[src/dlcls_pkg.sv]
package dlcls_pkg;


// ==========================================================
// Timing
localparam int CLK_PERIOD_NS = 10;
localparam int LOCK_TIME_NS = 640;
localparam int STOP_TIME_NS = 2560;
localparam int LOCK_CYC = (LOCK_TIME_NS + CLK_PERIOD_NS - 1) / CLK_PERIOD_NS;
localparam int STOP_CYC = (STOP_TIME_NS + CLK_PERIOD_NS - 1) / CLK_PERIOD_NS;
localparam int CNT_W = 16;

// ==========================================================
// Register offsets and responses
localparam logic [3:0] ADDR_CTRL = 4'h0;
localparam logic [3:0] ADDR_STAT = 4'h4;
localparam logic [3:0] ADDR_ISTAT = 4'h8;
localparam logic [3:0] ADDR_IMASK = 4'hc;
localparam logic [1:0] RESP_OKAY = 2'h0;
localparam logic [1:0] RESP_SLVERR = 2'h2;

// ==========================================================
// Configuration word layout, shared by straps and control register
localparam int CFG_W = 17;
localparam int F_BOOST = 0;
localparam int F_DSLEW = 4;
localparam int F_CSLEW = 5;
localparam int F_SPREAD = 6;
localparam int F_LOWRATE = 10;
localparam int F_IDLE = 11;
localparam int F_MON = 12;
localparam int F_OSC = 13;
localparam int F_USEREG = 16;
localparam int F_AUTO = 16;
localparam logic [CFG_W-1:0] CTRL_RST = 17'h00000;

// ==========================================================
// Interrupt bits
localparam int IRQ_W = 3;
localparam int I_LOCK = 0;
localparam int I_LOST = 1;
localparam int I_STOP = 2;
localparam logic [IRQ_W-1:0] IRQ_RST = 3'h0;

// ==========================================================
// Status word layout
localparam int S_STATE = 0;
localparam int S_EQEN = 4;
localparam int S_EQSTEP = 5;
localparam int S_SSCEN = 8;
localparam int S_DEV = 9;
localparam int S_DIV = 12;

// ==========================================================
// Modulation divisors
localparam int DIV_W = 12;
localparam logic [DIV_W-1:0] DIV_HI0 = 12'h878; // 2168
localparam logic [DIV_W-1:0] DIV_HI1 = 12'h514; // 1300
localparam logic [DIV_W-1:0] DIV_HI2 = 12'h364; // 868
localparam logic [DIV_W-1:0] DIV_HI3 = 12'h28a; // 650
localparam logic [DIV_W-1:0] DIV_LO0 = 12'h26c; // 620
localparam logic [DIV_W-1:0] DIV_LO1 = 12'h172; // 370
localparam logic [DIV_W-1:0] DIV_LO2 = 12'h102; // 258
localparam logic [DIV_W-1:0] DIV_LO3 = 12'h0c0; // 192

typedef enum logic [2:0] {
   ST_OFF, ST_ACQ, ST_LOCKED, ST_SLEEP, ST_PDN
} dlcls_state_type;

// Fallback oscillator half period in clock cycles per select
function automatic logic [3:0] osc_half(input logic [2:0] sel);
   case (sel)
      3'h1: osc_half = 4'h1;
      3'h2: osc_half = 4'h2;
      3'h3: osc_half = 4'h3;
      3'h4: osc_half = 4'h4;
      3'h5: osc_half = 4'h5;
      3'h6: osc_half = 4'h6;
      3'h7: osc_half = 4'h8;
      default: osc_half = 4'h1;
   endcase
endfunction

// Byte strobes widened to a bit mask
function automatic logic [31:0] strb_mask(input logic [3:0] s);
   strb_mask = {{8{s[3]}}, {8{s[2]}}, {8{s[1]}}, {8{s[0]}}};
endfunction

endpackage

[src/dlcls_cfg_decode.sv]
`timescale 1ns/10ps
module dlcls_cfg_decode import dlcls_pkg::*; (
   input wire logic [3:0] boost, // Receive boost setting
   input wire logic [3:0] spread, // Spread setting
   input wire logic low_rate, // Low rate range
   output logic eq_en, // Equalizer on
   output logic [2:0] eq_step, // Gain step, 0 is 1.5 dB
   output logic ssc_en, // Spreading on
   output logic [1:0] dev_step, // Deviation step, 0 is 0.5 percent
   output logic [DIV_W-1:0] mod_div // Modulation divisor
);

logic [3:0] dm1;

// ==========================================================
// Boost and spread decode
always_comb begin
   eq_en = boost[0];
   eq_step = boost[0] ? boost[3:1] : 3'h0;
   dm1 = spread - 4'h1;
   ssc_en = (spread != 4'h0);
   dev_step = ssc_en ? dm1[1:0] : 2'h0;
   mod_div = '0;
   if (ssc_en) begin
      case (dm1[3:2])
         2'h0: mod_div = low_rate ? DIV_LO0 : DIV_HI0;
         2'h1: mod_div = low_rate ? DIV_LO1 : DIV_HI1;
         2'h2: mod_div = low_rate ? DIV_LO2 : DIV_HI2;
         default: mod_div = low_rate ? DIV_LO3 : DIV_HI3;
      endcase
   end
end

endmodule

[src/dlcls_top.sv]
// The implementer's own choices: the AXI4-Lite register port and the register offsets.
`timescale 1ns/10ps
module dlcls_top import dlcls_pkg::*; #(
   parameter int DATA_W = 27 // Color, sync and enable width
) (
   input wire logic aclk, // Clock
   input wire logic aresetn, // Reset, low active
   input wire logic [3:0] s_awaddr, // Write address
   input wire logic s_awvalid, // Write address valid
   output logic s_awready, // Write address ready
   input wire logic [31:0] s_wdata, // Write data
   input wire logic [3:0] s_wstrb, // Write strobes
   input wire logic s_wvalid, // Write data valid
   output logic s_wready, // Write data ready
   output logic [1:0] s_bresp, // Write response
   output logic s_bvalid, // Write response valid
   input wire logic s_bready, // Write response ready
   input wire logic [3:0] s_araddr, // Read address
   input wire logic s_arvalid, // Read address valid
   output logic s_arready, // Read address ready
   output logic [31:0] s_rdata, // Read data
   output logic [1:0] s_rresp, // Read response
   output logic s_rvalid, // Read valid
   input wire logic s_rready, // Read ready
   input wire logic power_enable_pin, // Power enable pin
   input wire logic stream_present, // Embedded clock bits seen
   input wire logic rec_clk_level, // Recovered clock level
   input wire logic [DATA_W-1:0] rx_data, // Recovered parallel data
   input wire logic [CFG_W-1:0] strap_cfg, // Strap pins
   output logic eq_enable, // Equalizer on
   output logic [2:0] eq_gain_step, // Gain step
   output logic serial_monitor_en, // Monitor port on
   output logic data_slew_fast, // Data slew select
   output logic clock_slew_fast, // Clock slew select
   output logic spread_enable, // Spread on clock and data
   output logic [1:0] spread_dev_step, // Deviation step
   output logic [DIV_W-1:0] spread_mod_div, // Modulation divisor
   output logic pclk_o, // Pixel clock out
   output logic pclk_oe, // Pixel clock driven
   output logic [DATA_W-1:0] data_o, // Data out
   output logic data_oe, // Data driven
   output logic lock_o, // Link status
   output logic lock_oe, // Link status driven
   output logic pass_o, // Test pass
   output logic pass_oe, // Test pass driven
   output logic irq // Interrupt, high active
);

// ==========================================================
// Elaboration checks
if (DATA_W < 1 || DATA_W > 32) begin : g_bad_width
   $error("DATA_W out of range");
end
if (LOCK_CYC >= 2**CNT_W || STOP_CYC >= 2**CNT_W) begin : g_bad_count
   $error("Lock or stop count too wide");
end

typedef struct packed {
   logic pdb_s1;
   logic pdb_s2;
   logic sp_s1;
   logic sp_s2;
   logic sp_d;
   logic rc_s1;
   logic rc_s2;
   logic [CFG_W-1:0] strap_s1;
   logic [CFG_W-1:0] strap_s2;
   logic [CFG_W-1:0] strap_r;
   logic [CFG_W-1:0] ctrl;
   dlcls_state_type st;
   logic [CNT_W-1:0] cnt;
   logic [IRQ_W-1:0] istat;
   logic [IRQ_W-1:0] imask;
   logic aw_got;
   logic [3:0] awaddr;
   logic w_got;
   logic [31:0] wdata;
   logic [3:0] wstrb;
   logic bvalid;
   logic [1:0] bresp;
   logic rvalid;
   logic [31:0] rdata;
   logic [1:0] rresp;
   logic [3:0] osc_cnt;
   logic osc_lvl;
   logic pclk;
   logic src_rec;
   logic [DATA_W-1:0] data;
   logic eq_en;
   logic [2:0] eq_step;
   logic mon;
   logic dslew;
   logic cslew;
   logic ssc_en;
   logic [1:0] dev;
   logic [DIV_W-1:0] div;
} dlcls_regs_type;

dlcls_regs_type r_r;
dlcls_regs_type r_nxt;
logic [CFG_W-1:0] eff;
logic d_eq_en;
logic [2:0] d_eq_step;
logic d_ssc_en;
logic [1:0] d_dev;
logic [DIV_W-1:0] d_div;
logic [IRQ_W-1:0] ev;
logic [IRQ_W-1:0] clr;
logic [31:0] wm;
logic wr_fire;
logic osc_on;
logic want_rec;
logic sw_pend;
logic new_lvl;
logic [3:0] half;

// ==========================================================
// Effective configuration: register when selected, else straps
assign eff = r_r.ctrl[F_USEREG] ? r_r.ctrl : r_r.strap_r;
assign osc_on = (eff[F_OSC+:3] != 3'h0) && (r_r.st != ST_OFF) &&
   (r_r.st != ST_LOCKED);
assign want_rec = (r_r.st == ST_LOCKED);
assign sw_pend = (want_rec != r_r.src_rec);
assign new_lvl = want_rec ? r_r.rc_s2 : r_r.osc_lvl;
assign half = osc_half(eff[F_OSC+:3]);
assign wr_fire = r_r.aw_got && r_r.w_got;
assign wm = strb_mask(r_r.wstrb);

dlcls_cfg_decode u_dec (
   .boost(eff[F_BOOST+:4]),
   .spread(eff[F_SPREAD+:4]),
   .low_rate(eff[F_LOWRATE]),
   .eq_en(d_eq_en),
   .eq_step(d_eq_step),
   .ssc_en(d_ssc_en),
   .dev_step(d_dev),
   .mod_div(d_div)
);

// ==========================================================
// Next state
always_comb begin
   r_nxt = r_r;
   ev = '0;
   clr = '0;
   // Pin synchronisers
   r_nxt.pdb_s1 = power_enable_pin;
   r_nxt.pdb_s2 = r_r.pdb_s1;
   r_nxt.sp_s1 = stream_present;
   r_nxt.sp_s2 = r_r.sp_s1;
   r_nxt.sp_d = r_r.sp_s2;
   r_nxt.rc_s1 = rec_clk_level;
   r_nxt.rc_s2 = r_r.rc_s1;
   r_nxt.strap_s1 = strap_cfg;
   r_nxt.strap_s2 = r_r.strap_s1;
   // Run length of the present stream level
   if (r_r.sp_s2 != r_r.sp_d) begin
      r_nxt.cnt = '0;
   end else if (r_r.cnt != {CNT_W{1'b1}}) begin
      r_nxt.cnt = r_r.cnt + 1'b1;
   end
   // Link state machine
   case (r_r.st)
      ST_OFF: begin
         if (r_r.pdb_s2) begin
            r_nxt.st = ST_ACQ;
            r_nxt.strap_r = r_r.strap_s2;
         end
      end
      ST_ACQ: begin
         if (r_r.sp_s2 && r_r.cnt >= CNT_W'(LOCK_CYC - 1)) begin
            r_nxt.st = ST_LOCKED;
            ev[I_LOCK] = 1'b1;
         end else if (!r_r.sp_s2 && r_r.cnt >= CNT_W'(STOP_CYC - 1)) begin
            r_nxt.st = r_r.strap_r[F_AUTO] ? ST_PDN : ST_SLEEP;
            ev[I_STOP] = 1'b1;
         end
      end
      ST_LOCKED: begin
         if (!r_r.sp_s2) begin
            r_nxt.st = ST_ACQ;
            ev[I_LOST] = 1'b1;
         end
      end
      ST_SLEEP, ST_PDN: begin
         if (r_r.sp_s2) begin
            r_nxt.st = ST_ACQ;
         end
      end
      default: r_nxt.st = ST_OFF;
   endcase
   if (!r_r.pdb_s2) begin
      r_nxt.st = ST_OFF;
   end
   // Register writes, address and data taken in either order
   if (s_awvalid && s_awready) begin
      r_nxt.aw_got = 1'b1;
      r_nxt.awaddr = s_awaddr;
   end
   if (s_wvalid && s_wready) begin
      r_nxt.w_got = 1'b1;
      r_nxt.wdata = s_wdata;
      r_nxt.wstrb = s_wstrb;
   end
   if (wr_fire) begin
      r_nxt.aw_got = 1'b0;
      r_nxt.w_got = 1'b0;
      r_nxt.bvalid = 1'b1;
      r_nxt.bresp = RESP_OKAY;
      case (r_r.awaddr)
         ADDR_CTRL: r_nxt.ctrl = CFG_W'((32'(r_r.ctrl) & ~wm) |
            (r_r.wdata & wm));
         ADDR_STAT: r_nxt.bresp = RESP_OKAY;
         ADDR_ISTAT: clr = IRQ_W'(r_r.wdata & wm);
         ADDR_IMASK: r_nxt.imask = IRQ_W'((32'(r_r.imask) & ~wm) |
            (r_r.wdata & wm));
         default: r_nxt.bresp = RESP_SLVERR;
      endcase
   end
   if (r_r.bvalid && s_bready) begin
      r_nxt.bvalid = 1'b0;
   end
   // Sticky events, a new event beats a clear in the same cycle
   r_nxt.istat = (r_r.istat & ~clr) | ev;
   // Power-down resets registers, sleep keeps them
   if (r_r.st == ST_OFF || r_r.st == ST_PDN) begin
      r_nxt.ctrl = CTRL_RST;
      r_nxt.istat = IRQ_RST;
      r_nxt.imask = IRQ_RST;
   end
   // Register reads
   if (s_arvalid && s_arready) begin
      r_nxt.rvalid = 1'b1;
      r_nxt.rresp = RESP_OKAY;
      r_nxt.rdata = '0;
      case (s_araddr)
         ADDR_CTRL: r_nxt.rdata = 32'(r_r.ctrl);
         ADDR_STAT: begin
            r_nxt.rdata[S_STATE+:3] = r_r.st;
            r_nxt.rdata[S_EQEN] = r_r.eq_en;
            r_nxt.rdata[S_EQSTEP+:3] = r_r.eq_step;
            r_nxt.rdata[S_SSCEN] = r_r.ssc_en;
            r_nxt.rdata[S_DEV+:2] = r_r.dev;
            r_nxt.rdata[S_DIV+:DIV_W] = r_r.div;
         end
         ADDR_ISTAT: r_nxt.rdata = 32'(r_r.istat);
         ADDR_IMASK: r_nxt.rdata = 32'(r_r.imask);
         default: r_nxt.rresp = RESP_SLVERR;
      endcase
   end else if (r_r.rvalid && s_rready) begin
      r_nxt.rvalid = 1'b0;
   end
   // Fallback oscillator
   if (osc_on) begin
      if (r_r.osc_cnt + 4'h1 >= half) begin
         r_nxt.osc_cnt = 4'h0;
         r_nxt.osc_lvl = !r_r.osc_lvl;
      end else begin
         r_nxt.osc_cnt = r_r.osc_cnt + 4'h1;
      end
   end else begin
      r_nxt.osc_cnt = 4'h0;
   end
   // Clock source switch holds the level until the sources agree; a switch to no source goes at once
   if (sw_pend) begin
      if (new_lvl == r_r.pclk || (!want_rec && !osc_on)) begin
         r_nxt.src_rec = want_rec;
      end
   end else if (want_rec) begin
      r_nxt.pclk = r_r.rc_s2;
   end else if (osc_on) begin
      r_nxt.pclk = r_r.osc_lvl;
   end else begin
      r_nxt.pclk = 1'b0;
   end
   // Data passes only while locked
   r_nxt.data = (r_nxt.st == ST_LOCKED) ? rx_data : '0;
   // Registered settings
   r_nxt.eq_en = d_eq_en;
   r_nxt.eq_step = d_eq_step;
   r_nxt.mon = r_r.ctrl[F_MON];
   r_nxt.dslew = eff[F_DSLEW];
   r_nxt.cslew = eff[F_CSLEW];
   r_nxt.ssc_en = d_ssc_en;
   r_nxt.dev = d_dev;
   r_nxt.div = d_div;
end

// ==========================================================
// State register
always_ff @(posedge aclk) begin
   if (!aresetn) begin
      r_r <= '0;
      r_r.st <= ST_OFF;
      r_r.ctrl <= CTRL_RST;
   end else begin
      r_r <= r_nxt;
   end
end

// ==========================================================
// Pin drive by state and idle select
always_comb begin
   lock_oe = (r_r.st != ST_OFF);
   pass_oe = lock_oe;
   if (r_r.st == ST_OFF) begin
      pclk_oe = 1'b0;
      data_oe = 1'b0;
   end else if (r_r.st == ST_LOCKED || osc_on) begin
      pclk_oe = 1'b1;
      data_oe = 1'b1;
   end else begin
      pclk_oe = !eff[F_IDLE];
      data_oe = !eff[F_IDLE];
   end
end

// Bus handshakes and outputs
assign s_awready = !r_r.aw_got && !r_r.bvalid;
assign s_wready = !r_r.w_got && !r_r.bvalid;
assign s_bvalid = r_r.bvalid;
assign s_bresp = r_r.bresp;
assign s_arready = !r_r.rvalid;
assign s_rvalid = r_r.rvalid;
assign s_rdata = r_r.rdata;
assign s_rresp = r_r.rresp;
assign lock_o = (r_r.st == ST_LOCKED);
assign pass_o = lock_o;
assign pclk_o = r_r.pclk;
assign data_o = r_r.data;
assign irq = |(r_r.istat & r_r.imask);
assign eq_enable = r_r.eq_en;
assign eq_gain_step = r_r.eq_step;
assign serial_monitor_en = r_r.mon;
assign data_slew_fast = r_r.dslew;
assign clock_slew_fast = r_r.cslew;
assign spread_enable = r_r.ssc_en;
assign spread_dev_step = r_r.dev;
assign spread_mod_div = r_r.div;
endmodule

[config.mk]
export PLATFORM = sky130hd
export DESIGN_NAME = dlcls_top
export DESIGN_NICKNAME = d
export VERILOG_FILES = /design/src/dlcls_pkg.sv /design/src/dlcls_cfg_decode.sv /design/src/dlcls_top.sv
export SDC_FILE = /design/constraint.sdc
export NUM_CORES = 1
export LEC_CHECK = 0
export ABC_AREA = 1
export BUFFER_PORTS_ARGS = -buffer_cell sky130_fd_sc_hd__buf_2
export CAP_MARGIN = 20
export CORE_MARGIN = 2
export CORE_UTILIZATION = 55
export CTS_CLUSTER_SIZE = 8
export DETAILED_ROUTE_END_ITERATION = 10
export GPL_TIMING_DRIVEN = 0
export HOLD_SLACK_MARGIN = 0.15
export PLACE_DENSITY = 0.81
export REMOVE_ABC_BUFFERS = 1
export SLEW_MARGIN = 0
export SYNTH_ARGS = -nofsm -noshare
export SYNTH_HDL_FRONTEND = slang
export SYNTH_SLANG_ARGS = --single-unit
[constraint.sdc]
create_clock -name aclk -period 5.25 [get_ports aclk]
set_input_delay 0.525 -clock aclk [delete_from_list [all_inputs] [get_ports aclk]]
set_output_delay 0.525 -clock aclk [all_outputs]
set_load 0.01 [all_outputs]
## After elaboration in Yosys (flattened, before gate mapping)

Index checks and enable logic that the tools add are counted.

- Flip-flop bits (word level): 212
- Input bits: 98
- Output and inout port bits: 98
- Logic and storage cells: 167

- $add $sub $neg: 3
- $lt $le $gt $ge: 3
- Equality and inequality tests: 24
- Multiplexer cells: 37
- Bitwise logic cells: 12
- Reduce and logical (&&, ||, !) cells: 50

Operators by type and width:

| kind | count |
|---|---|
| one-hot mux 12 bit (3 select lines) | 1 |
| bitwise AND 17 bit | 2 |
| two-way mux 3 bit | 8 |
| one-hot mux 12 bit (2 select lines) | 1 |
| one-hot mux 3 bit (4 select lines) | 2 |
| one-hot mux 4 bit (6 select lines) | 1 |
| two-way mux 10 bit | 2 |
| NOT 17 bit | 1 |
| bitwise OR 17 bit | 1 |
| adder 16 x 1 -> 16 bit (second input constant) | 1 |
| equality test 4 bit (second input constant) | 4 |
| >= comparator 16 x 6 -> 1 bit (second input constant) | 1 |
| >= comparator 16 x 8 -> 1 bit (second input constant) | 1 |
| two-way mux 1 bit | 16 |
| two-way mux 16 bit | 1 |
| != test 16 bit (second input constant) | 1 |
| AND reduction 2 bit | 8 |
| equality test 3 x 2 -> 1 bit (second input constant) | 5 |
| equality test 3 bit (second input constant) | 5 |
| one-hot mux 7 bit (2 select lines) | 1 |
| logical AND 1 bit | 13 |
| two-way mux 12 bit | 1 |
| two-way mux 11 bit | 1 |
| OR reduction 2 bit | 5 |
| other kinds (25) | 46 |

## Depth between registers and ports, before layout

Gate-level depths: netlist of run 1.

- Depth after elaboration: 8
- Gate-level depth with buffers: 16
- Gate-level depth less buffers: 16

## Modules after synthesis

From an unflattened synthesis of run 1, not the netlist that was laid out.

- Cell total of the unflattened synthesis: 1141
- Area total of the unflattened synthesis: 8824.7 µm²

By module, submodules not included:

| module | instances | cells an instance | area an instance (µm²) | seq. area each (µm²) |
|---|---|---|---|---|
| dlcls_top | 1 | 1085 | 8494.4 | 4144.0 |
| dlcls_cfg_decode | 1 | 56 | 330.3 | 0.0 |

## Worst setup path before layout of run 1

OpenSTA, ideal clock, no wires.

- Kind: reg-to-reg
- Start point: register (tool-made name)
- End point: register r_r (netlist bit spread_mod_div[2])
- Setup time: 126 ps
- Arrival time: 1897 ps
- Data required time: 5124 ps
- Setup slack: 3227 ps
- Stages on the path, launching flop included: 14
- Buffers on the path: 2
- Period minus slack after synthesis: 2023 ps
- Path through: dfxtp_1 buf_2 buf_6 nand2_1 o21ai_1 inv_1 ha_1 xor2_1 inv_1 ha_1 nand2_1 o21ai_0 o21ai_0 a21oi_1

RTL lines:

| what | line | text |
|---|---|---|
| end signal, assigned | dlcls_top.sv:297 | `r_r <= r_nxt;` |
| end, declared | dlcls_top.sv:99 | `dlcls_regs_type r_r;` |

==> results.yml, run 1 <==
pwr:
  p_comb_frac: 0.069
  power_mw: 3.471
  switching_share: 0.2271
  p_switching_uw: 788.4
  power_frac_clock: 0.454
  intPower_mw: 2.683
  pwr_density_cell_mw_per_mm2: 355.1
  p_seq_frac: 0.477
  leakagePower_nw: 4.815
  max-vdd-ir-drop_uv: 273.9
synth:
  yosys_warnings: 0
  ys_seq_elements: 206
  synth.distinct_cells: 38
  avgSynthCellArea_um2: 7.907
  synthCells: 1090
  synthesis.area_mm2: 0.008618
  seq_area_frac_synth: 0.4785
placed_design:
  numPortBuffers: 167
  hpwlAfterDp_um: 12520
  placed_cells: 1362
  pre_cts_ws_ps: 2356
  dpl_cell_area_mm2: 0.009016
  gp_congestion: 0.8477
cts:
  htree_levels: 1
  clock_latency_ps: 530
  post_cts_resized: 0
  cts_made_buffers: 29
  post_cts_buffers: 0
  hold_buffers: 0
  cts_tree: "yes"
  clk_pin_slew_worst_paths_ps: 50
  cts.sinks: 206
  cts_root_buffer: "clkbuf_16"
  clk_path_buf_depth: 3
critical_path:
  reg2reg_depth: 12
  worstSetupPathType: "flop to primary output"
  worstPathArrival_ps: 2800
  crit_fanout: 28
  cp-start-kind: "flop"
  cp_data_required_time_ps: 4720
  worst_setup_path_end_kind: "primary output"
  r2r_setup_slack_ps: 2260
  reg2reg_to: "r_r[54]$_SDFF_PP0_"
finish:
  design_area_mm2: 0.009774
  fillers: 1279
  seq_area_mm2: 0.004124
  post-route-util: 0.6406
  syn_to_final_growth_pct: 13.41
  finalNetCount: 1292
  instances_no_fill: 1396
  multi_input_area_mm2: 0.003120
  drive_gt1_frac: 0.2198
timing:
  holdWs_ps: 177.4
  skew_ps: 14.20
  worst_pin_slew_ps: 947.6
  fin_ws_ps: 1929
  period_share: 0.6326
  tns_ps: 0
  max_freq_mhz: 301.1
  min_period_ps: 3321
  setup_viol: 0
  hold_viol_final: 0
  rsz0062_at_grt: "no"
  maxSlewHeadroom: 0.3683
  slew_violations: 0
job:
  drv_cap: 0
global_route:
  grt_pass1_vias: 6379
  grt_use_total: 0.2160
  grt_overflow: 0
  antenna_found_initial: 1
  grt_start_max_net_pins: 106
  grt_pass1_wl_um: 29360
floorplan:
  die_h_um: 129.2
  ios: 196
  core_area_mm2: 0.01526
  die-width_um: 129.2
  die-area_mm2: 0.01669
  row_count: 45
  initial_core_util: 0.5648
drt:
  detail-route-antenna-nets: 0
  num_vias: 6952
  drtIter0Drc: 458
  viasPerCell: 4.980
  route.detailed.drc: 0
  first_pass_iters: 5
  finalWirelength_um: 18290
  drt-wirelength-per-cell_um: 13.10
outcome:
  status: "complete, no violations"
min_path:
  whs_endpoint: "r_nxt[210]$_SDFF_PN0_"
  min-delay-start: "strap_cfg[15]"
  worstHoldPathType: "input pin to flop"
  whs_path_depth: 3
-- kinds of logic (layout without fill, tap and decap cells) --
logic type,count (synthesis),count (layout),share of synthesized area
DFF,206,206,0.4785
adders and majority gates,12,12,0.01742
buffers and inverters,284,367,0.1643
other,1,13,0.0004351
xor gates and xnor gates,11,11,0.01118
and+or+nand+nor,379,379,0.2057
AOI/OAI and AO/OA,197,197,0.1224
-- Yosys cell counts, drive strengths merged --
library cell    n  area [µm²]
xnor2           6       52.55
a211oi          3       22.52
o211a           1       10.01
nand4          10       62.56
o221ai          8       70.07
o21ai          95       475.5
dfxtp         206        4124
nor4            1       6.260
conb            1       3.750
o211ai          1       7.510
buf           100       725.7
a31o            3       26.28
nor2          112       452.9
nand3          30       165.2
a31oi           5       31.28
nand2         181       721.9
xor2            5       43.79
nor3           40       332.8
inv           165       619.3
or2             5       31.28
a21oi          80       404.1
o21a            1       7.510
ha             12       150.1
clkbuf         19       71.32
-- cell usage in the layout, fill, tap and decap left out, drive strengths merged, types with 12 or more instances in the layout --
cell type / count
a21oi: 80
nor3: 40
o21ai: 95
nor2: 112
inv: 166
clkbuf: 31
ha: 12
nand3: 30
nand2: 181
buf: 170
dfxtp: 206
-- critical path, stage by stage, from the launching register on --
cell     delay [ps]
dfxtp_1         900
inv_1           340
o21ai_1         330
o21ai_1         190
a31oi_1         300
buf_2           200
-- area by class of cell --
class | count | area share
flip-flops and latches | 206 | 0.4219
multi-input cells | 610 | 0.3193
repair buffers | 170 | 0.09089
clock buffers | 31 | 0.07501
inverters | 165 | 0.06336
well taps | 211 | 0.02701
clock inverters | 1 | 0.002048
diodes | 2 | 0.0005120
-- sequential cells by signal, indices dropped and copies added (netlist names), named ones only --
register / cells
r_r: 89
data_o: 27
s_rdata: 24
r_nxt: 20
spread_mod_div: 11
eq_gain_step: 3
spread_dev_step: 2
clock_slew_fast: 1
data_slew_fast: 1
eq_enable: 1
pclk_o: 1
s_bresp: 1
s_bvalid: 1
s_rresp: 1
s_rvalid: 1
serial_monitor_en: 1
spread_enable: 1
-- per-layer routing --
metal,wire length (µm),up-vias,track usage
met5,0,-,0
met4,415,0,0.07161
met3,1318,33,0.04129
met2,9002,244,0.3827
met1,7552,3145,0.2642
li1,-,3530,-
-- worst max path at each step --
stage	endpoint	slack, ps	start
2_1_floorplan	r_r[51]$_SDFFE_PN0P_	2900	flop
3_3_place_gp	flop	1240	aresetn
3_5_place_dp	r_r[54]$_SDFF_PP0_	2360	flop
4_1_cts	data_oe	1970	flop
5_1_grt	pclk_oe	1750	flop
6_report	data_oe	1930	flop
-- power by group through the flow --
stage                     logic [mW]  registers, mW  clock network [mW]
after floorplan                0.128           1.69                   0
after global placement         0.227           1.68                   0
after detailed placement       0.239           1.68                   0
after CTS                      0.242           1.65                1.61
after global routing           0.273           1.66                1.67
final                          0.240           1.65                1.58
(Power assumes the default switching activity.)
==> run 2, diff against run 1 <==
- ABC_AREA: 1 -> 0
- CORE_UTILIZATION: 55 -> 54
- PLACE_DENSITY: 0.81 -> 0.8
- clock period: 5.25 -> 3.3 ns (I/O delays scaled with it)
==> results.yml, run 2 <==
synth:
  synth_edf_count: 0
  yosys-top-cells-area: "dfxtp_1 (49%), buf_4 (7.5%), nand2_1 (4.8%)"
  yosys_warnings: 0
  synthTopCellsByCount: "dfxtp_1 (206), nand2_1 (108), buf_4 (83)"
  synthCells: 932
  yosys.area.top_type_share: 0.4933
  seq_area_frac_synth: 0.4933
  synth.most_common_cell: "dfxtp_1"
  synthesis.area_mm2: 0.008361
  yosys.area.top_type: "dfxtp_1"
  synth.distinct_cells: 52
  avgSynthCellArea_um2: 8.971
  ys_seq_elements: 206
  async_flop_share: 0
  synthFlopType: "dfxtp_1"
timing:
  tns_ps: 0
  maxSlewHeadroom: 0.3410
  max_freq_mhz: 351.2
  setup_viol: 0
  rsz0062_at_grt: "no"
  hold_viol_final: 0
  min_period_ps: 2848
  worst_pin_slew_ps: 985.9
  slew_violations: 0
  period_share: 0.8629
  skew_ps: 13.45
min_path:
  worstHoldPathType: "input pin to flop"
  whs_endpoint: "s_rresp[1]$_SDFFE_PN0P_"
  whs_path_depth: 3
  min-delay-start: "s_araddr[0]"
finish:
  largest-register: "r_r"
  syn_to_final_growth_pct: 22.78
  layout_common_cells: "dfxtp_1 (206), buf_2 (167), nand2_1 (108), nor2_1 (82), dlygate4sd3_1 (73)"
  drive_gt1_frac: 0.2062
  largest_reg_flops: 89
  finalNetCount: 1201
  antenna_cells: 0
  final_common_cell: "dfxtp_1"
outcome:
  status: "complete, no violations"
cts:
  cts_root_buffer: "clkbuf_16"
  cts.sinks: 206
  cts_made_buffers: 29
  clk_path_buf_depth: 3
  post_cts_buffers: 0
  htree_levels: 1
  clk_pin_slew_worst_paths_ps: 50
  post_cts_resized: 0
  cts_tree: "yes"
  clock_latency_ps: 530
drt:
  drtIter0Drc: 366
  drt-wirelength-per-cell_um: 15.05
  route.detailed.drc: 0
  detail-route-antenna-nets: 0
  num_vias: 6724
  finalWirelength_um: 19240
  viasPerCell: 5.257
  first_pass_iters: 5
placed_design:
  hpwlAfterDp_um: 11810
  gp_congestion: 0.8902
  numPortBuffers: 167
floorplan:
  die-width_um: 128.4
  core_area_mm2: 0.01515
  die_h_um: 128.4
  row_count: 45
  ios: 196
  die-area_mm2: 0.01649
  initial_core_util: 0.5520
global_route:
  gr-usage-met2: 0.4011
  grt_overflow: 0
  grt_start_max_net_pins: 49
  top_usage_layer: "met2"
  grt_pass1_wl_um: 30560
  antenna_found_initial: 0
  grt_use_met1: 0.2763
  grt_use_total: 0.2271
  grtUsageMet3: 0.05988
  grt_pass1_vias: 6424
critical_path:
  worst_setup_path_end_kind: "flop"
  reg2reg_to: "spread_mod_div[2]$_SDFF_PN0_"
  reg2reg_depth: 8
  crit_fanout: 22
  worstSetupPathType: "flop to flop"
  r2r_setup_slack_ps: 450
  cp-start-kind: "flop"
  cp_data_required_time_ps: 3690
  worstPathArrival_ps: 3240
pwr:
  max-vdd-ir-drop_uv: 416.7
  power_mw: 5.500
  leakagePower_nw: 4.366
  pwr_density_cell_mw_per_mm2: 535.8
job:
  drv_cap: 0
run 2: routing by layer:
metal,up-vias,share of wire
li1,3330,-
met1,3091,0.43
met2,271,0.48
met3,32,0.076
met4,0,0.015
met5,-,0
run 2: logic make-up (layout without fill, tap and decap cells):
group                    count (synthesis)  in the layout  synth area share
adder cells (fa/ha/maj)                 12             12           0.01796
other                                    1             11         0.0004485
AND/OR/NAND/NOR                        353            353            0.1998
flip-flops                             206            206            0.4933
buffers and inverters                  175            324            0.1179
XOR/XNOR                                19             19           0.01990
AO/OA/AOI/OAI                          120            120           0.09024
multiplexers                            46             46           0.06046
run 2: final cells by class:
type,count,area (µm²)
fill,1123,4881
sequential,206,4124
multi-input combinational,561,3307
timing repair buffer,247,1667
clock buffer,30,739.5
tap,188,235.2
inverter,46,172.7
clock inverter,1,20.02
run 2: worst max path at each step:
| stage | start | end | slack, ps | cells past startpoint |
|---|---|---|---|---|
| finish | flop | spread_mod_div[2]$_SDFF_PN0_ | 450 | 8 |
| global route | flop | spread_mod_div[2]$_SDFF_PN0_ | 230 | 8 |
| CTS | flop | spread_mod_div[2]$_SDFF_PN0_ | 20 | 7 |
| detailed placement | flop | spread_mod_div[2]$_SDFF_PN0_ | 30 | 7 |
| global placement | s_araddr[2] | s_rdata[13]$_SDFFE_PN0P_ | -350 | 4 |
| floorplan | r_r[153]$_SDFFE_PP0P_ | r_r[158]$_SDFF_PN0_ | 600 | 5 |
run 2: what timing repair did:
| action | CTS | global route |
|---|---|---|
| hold endpoints to repair | 72 | 0 |
| hold buffers | 73 | 0 |
| setup endpoints to repair | 0 | 0 |
run 2: worst max-delay path: stages (launching register included):
cell       delay, ps
dfxtp_1          530
buf_16           220
mux2_2           400
nor3_1           230
xnor2_1           90
mux2i_1          450
ha_1             270
nor2_1            60
a2111oi_0        440
run 2: power by group:
group	switching, mW	internal (mW)
registers	0.0391	2.56
logic	0.191	0.173
clock network	0.981	1.56
run 2: metrics by stage:
step	utilization	hold WS, ps	instances	setup WS (ps)	area (µm²)
floorplan	-	411.8	813	597.9	7585
global placement	0.5715	415.2	1168	-346.5	8656
detailed placement	0.5775	417.9	1174	26.06	8747
CTS	0.6759	160.2	1278	19.42	10240
global route	0.6777	205.0	1279	230.8	10260
finish	0.6777	183.1	1279	452.4	10260
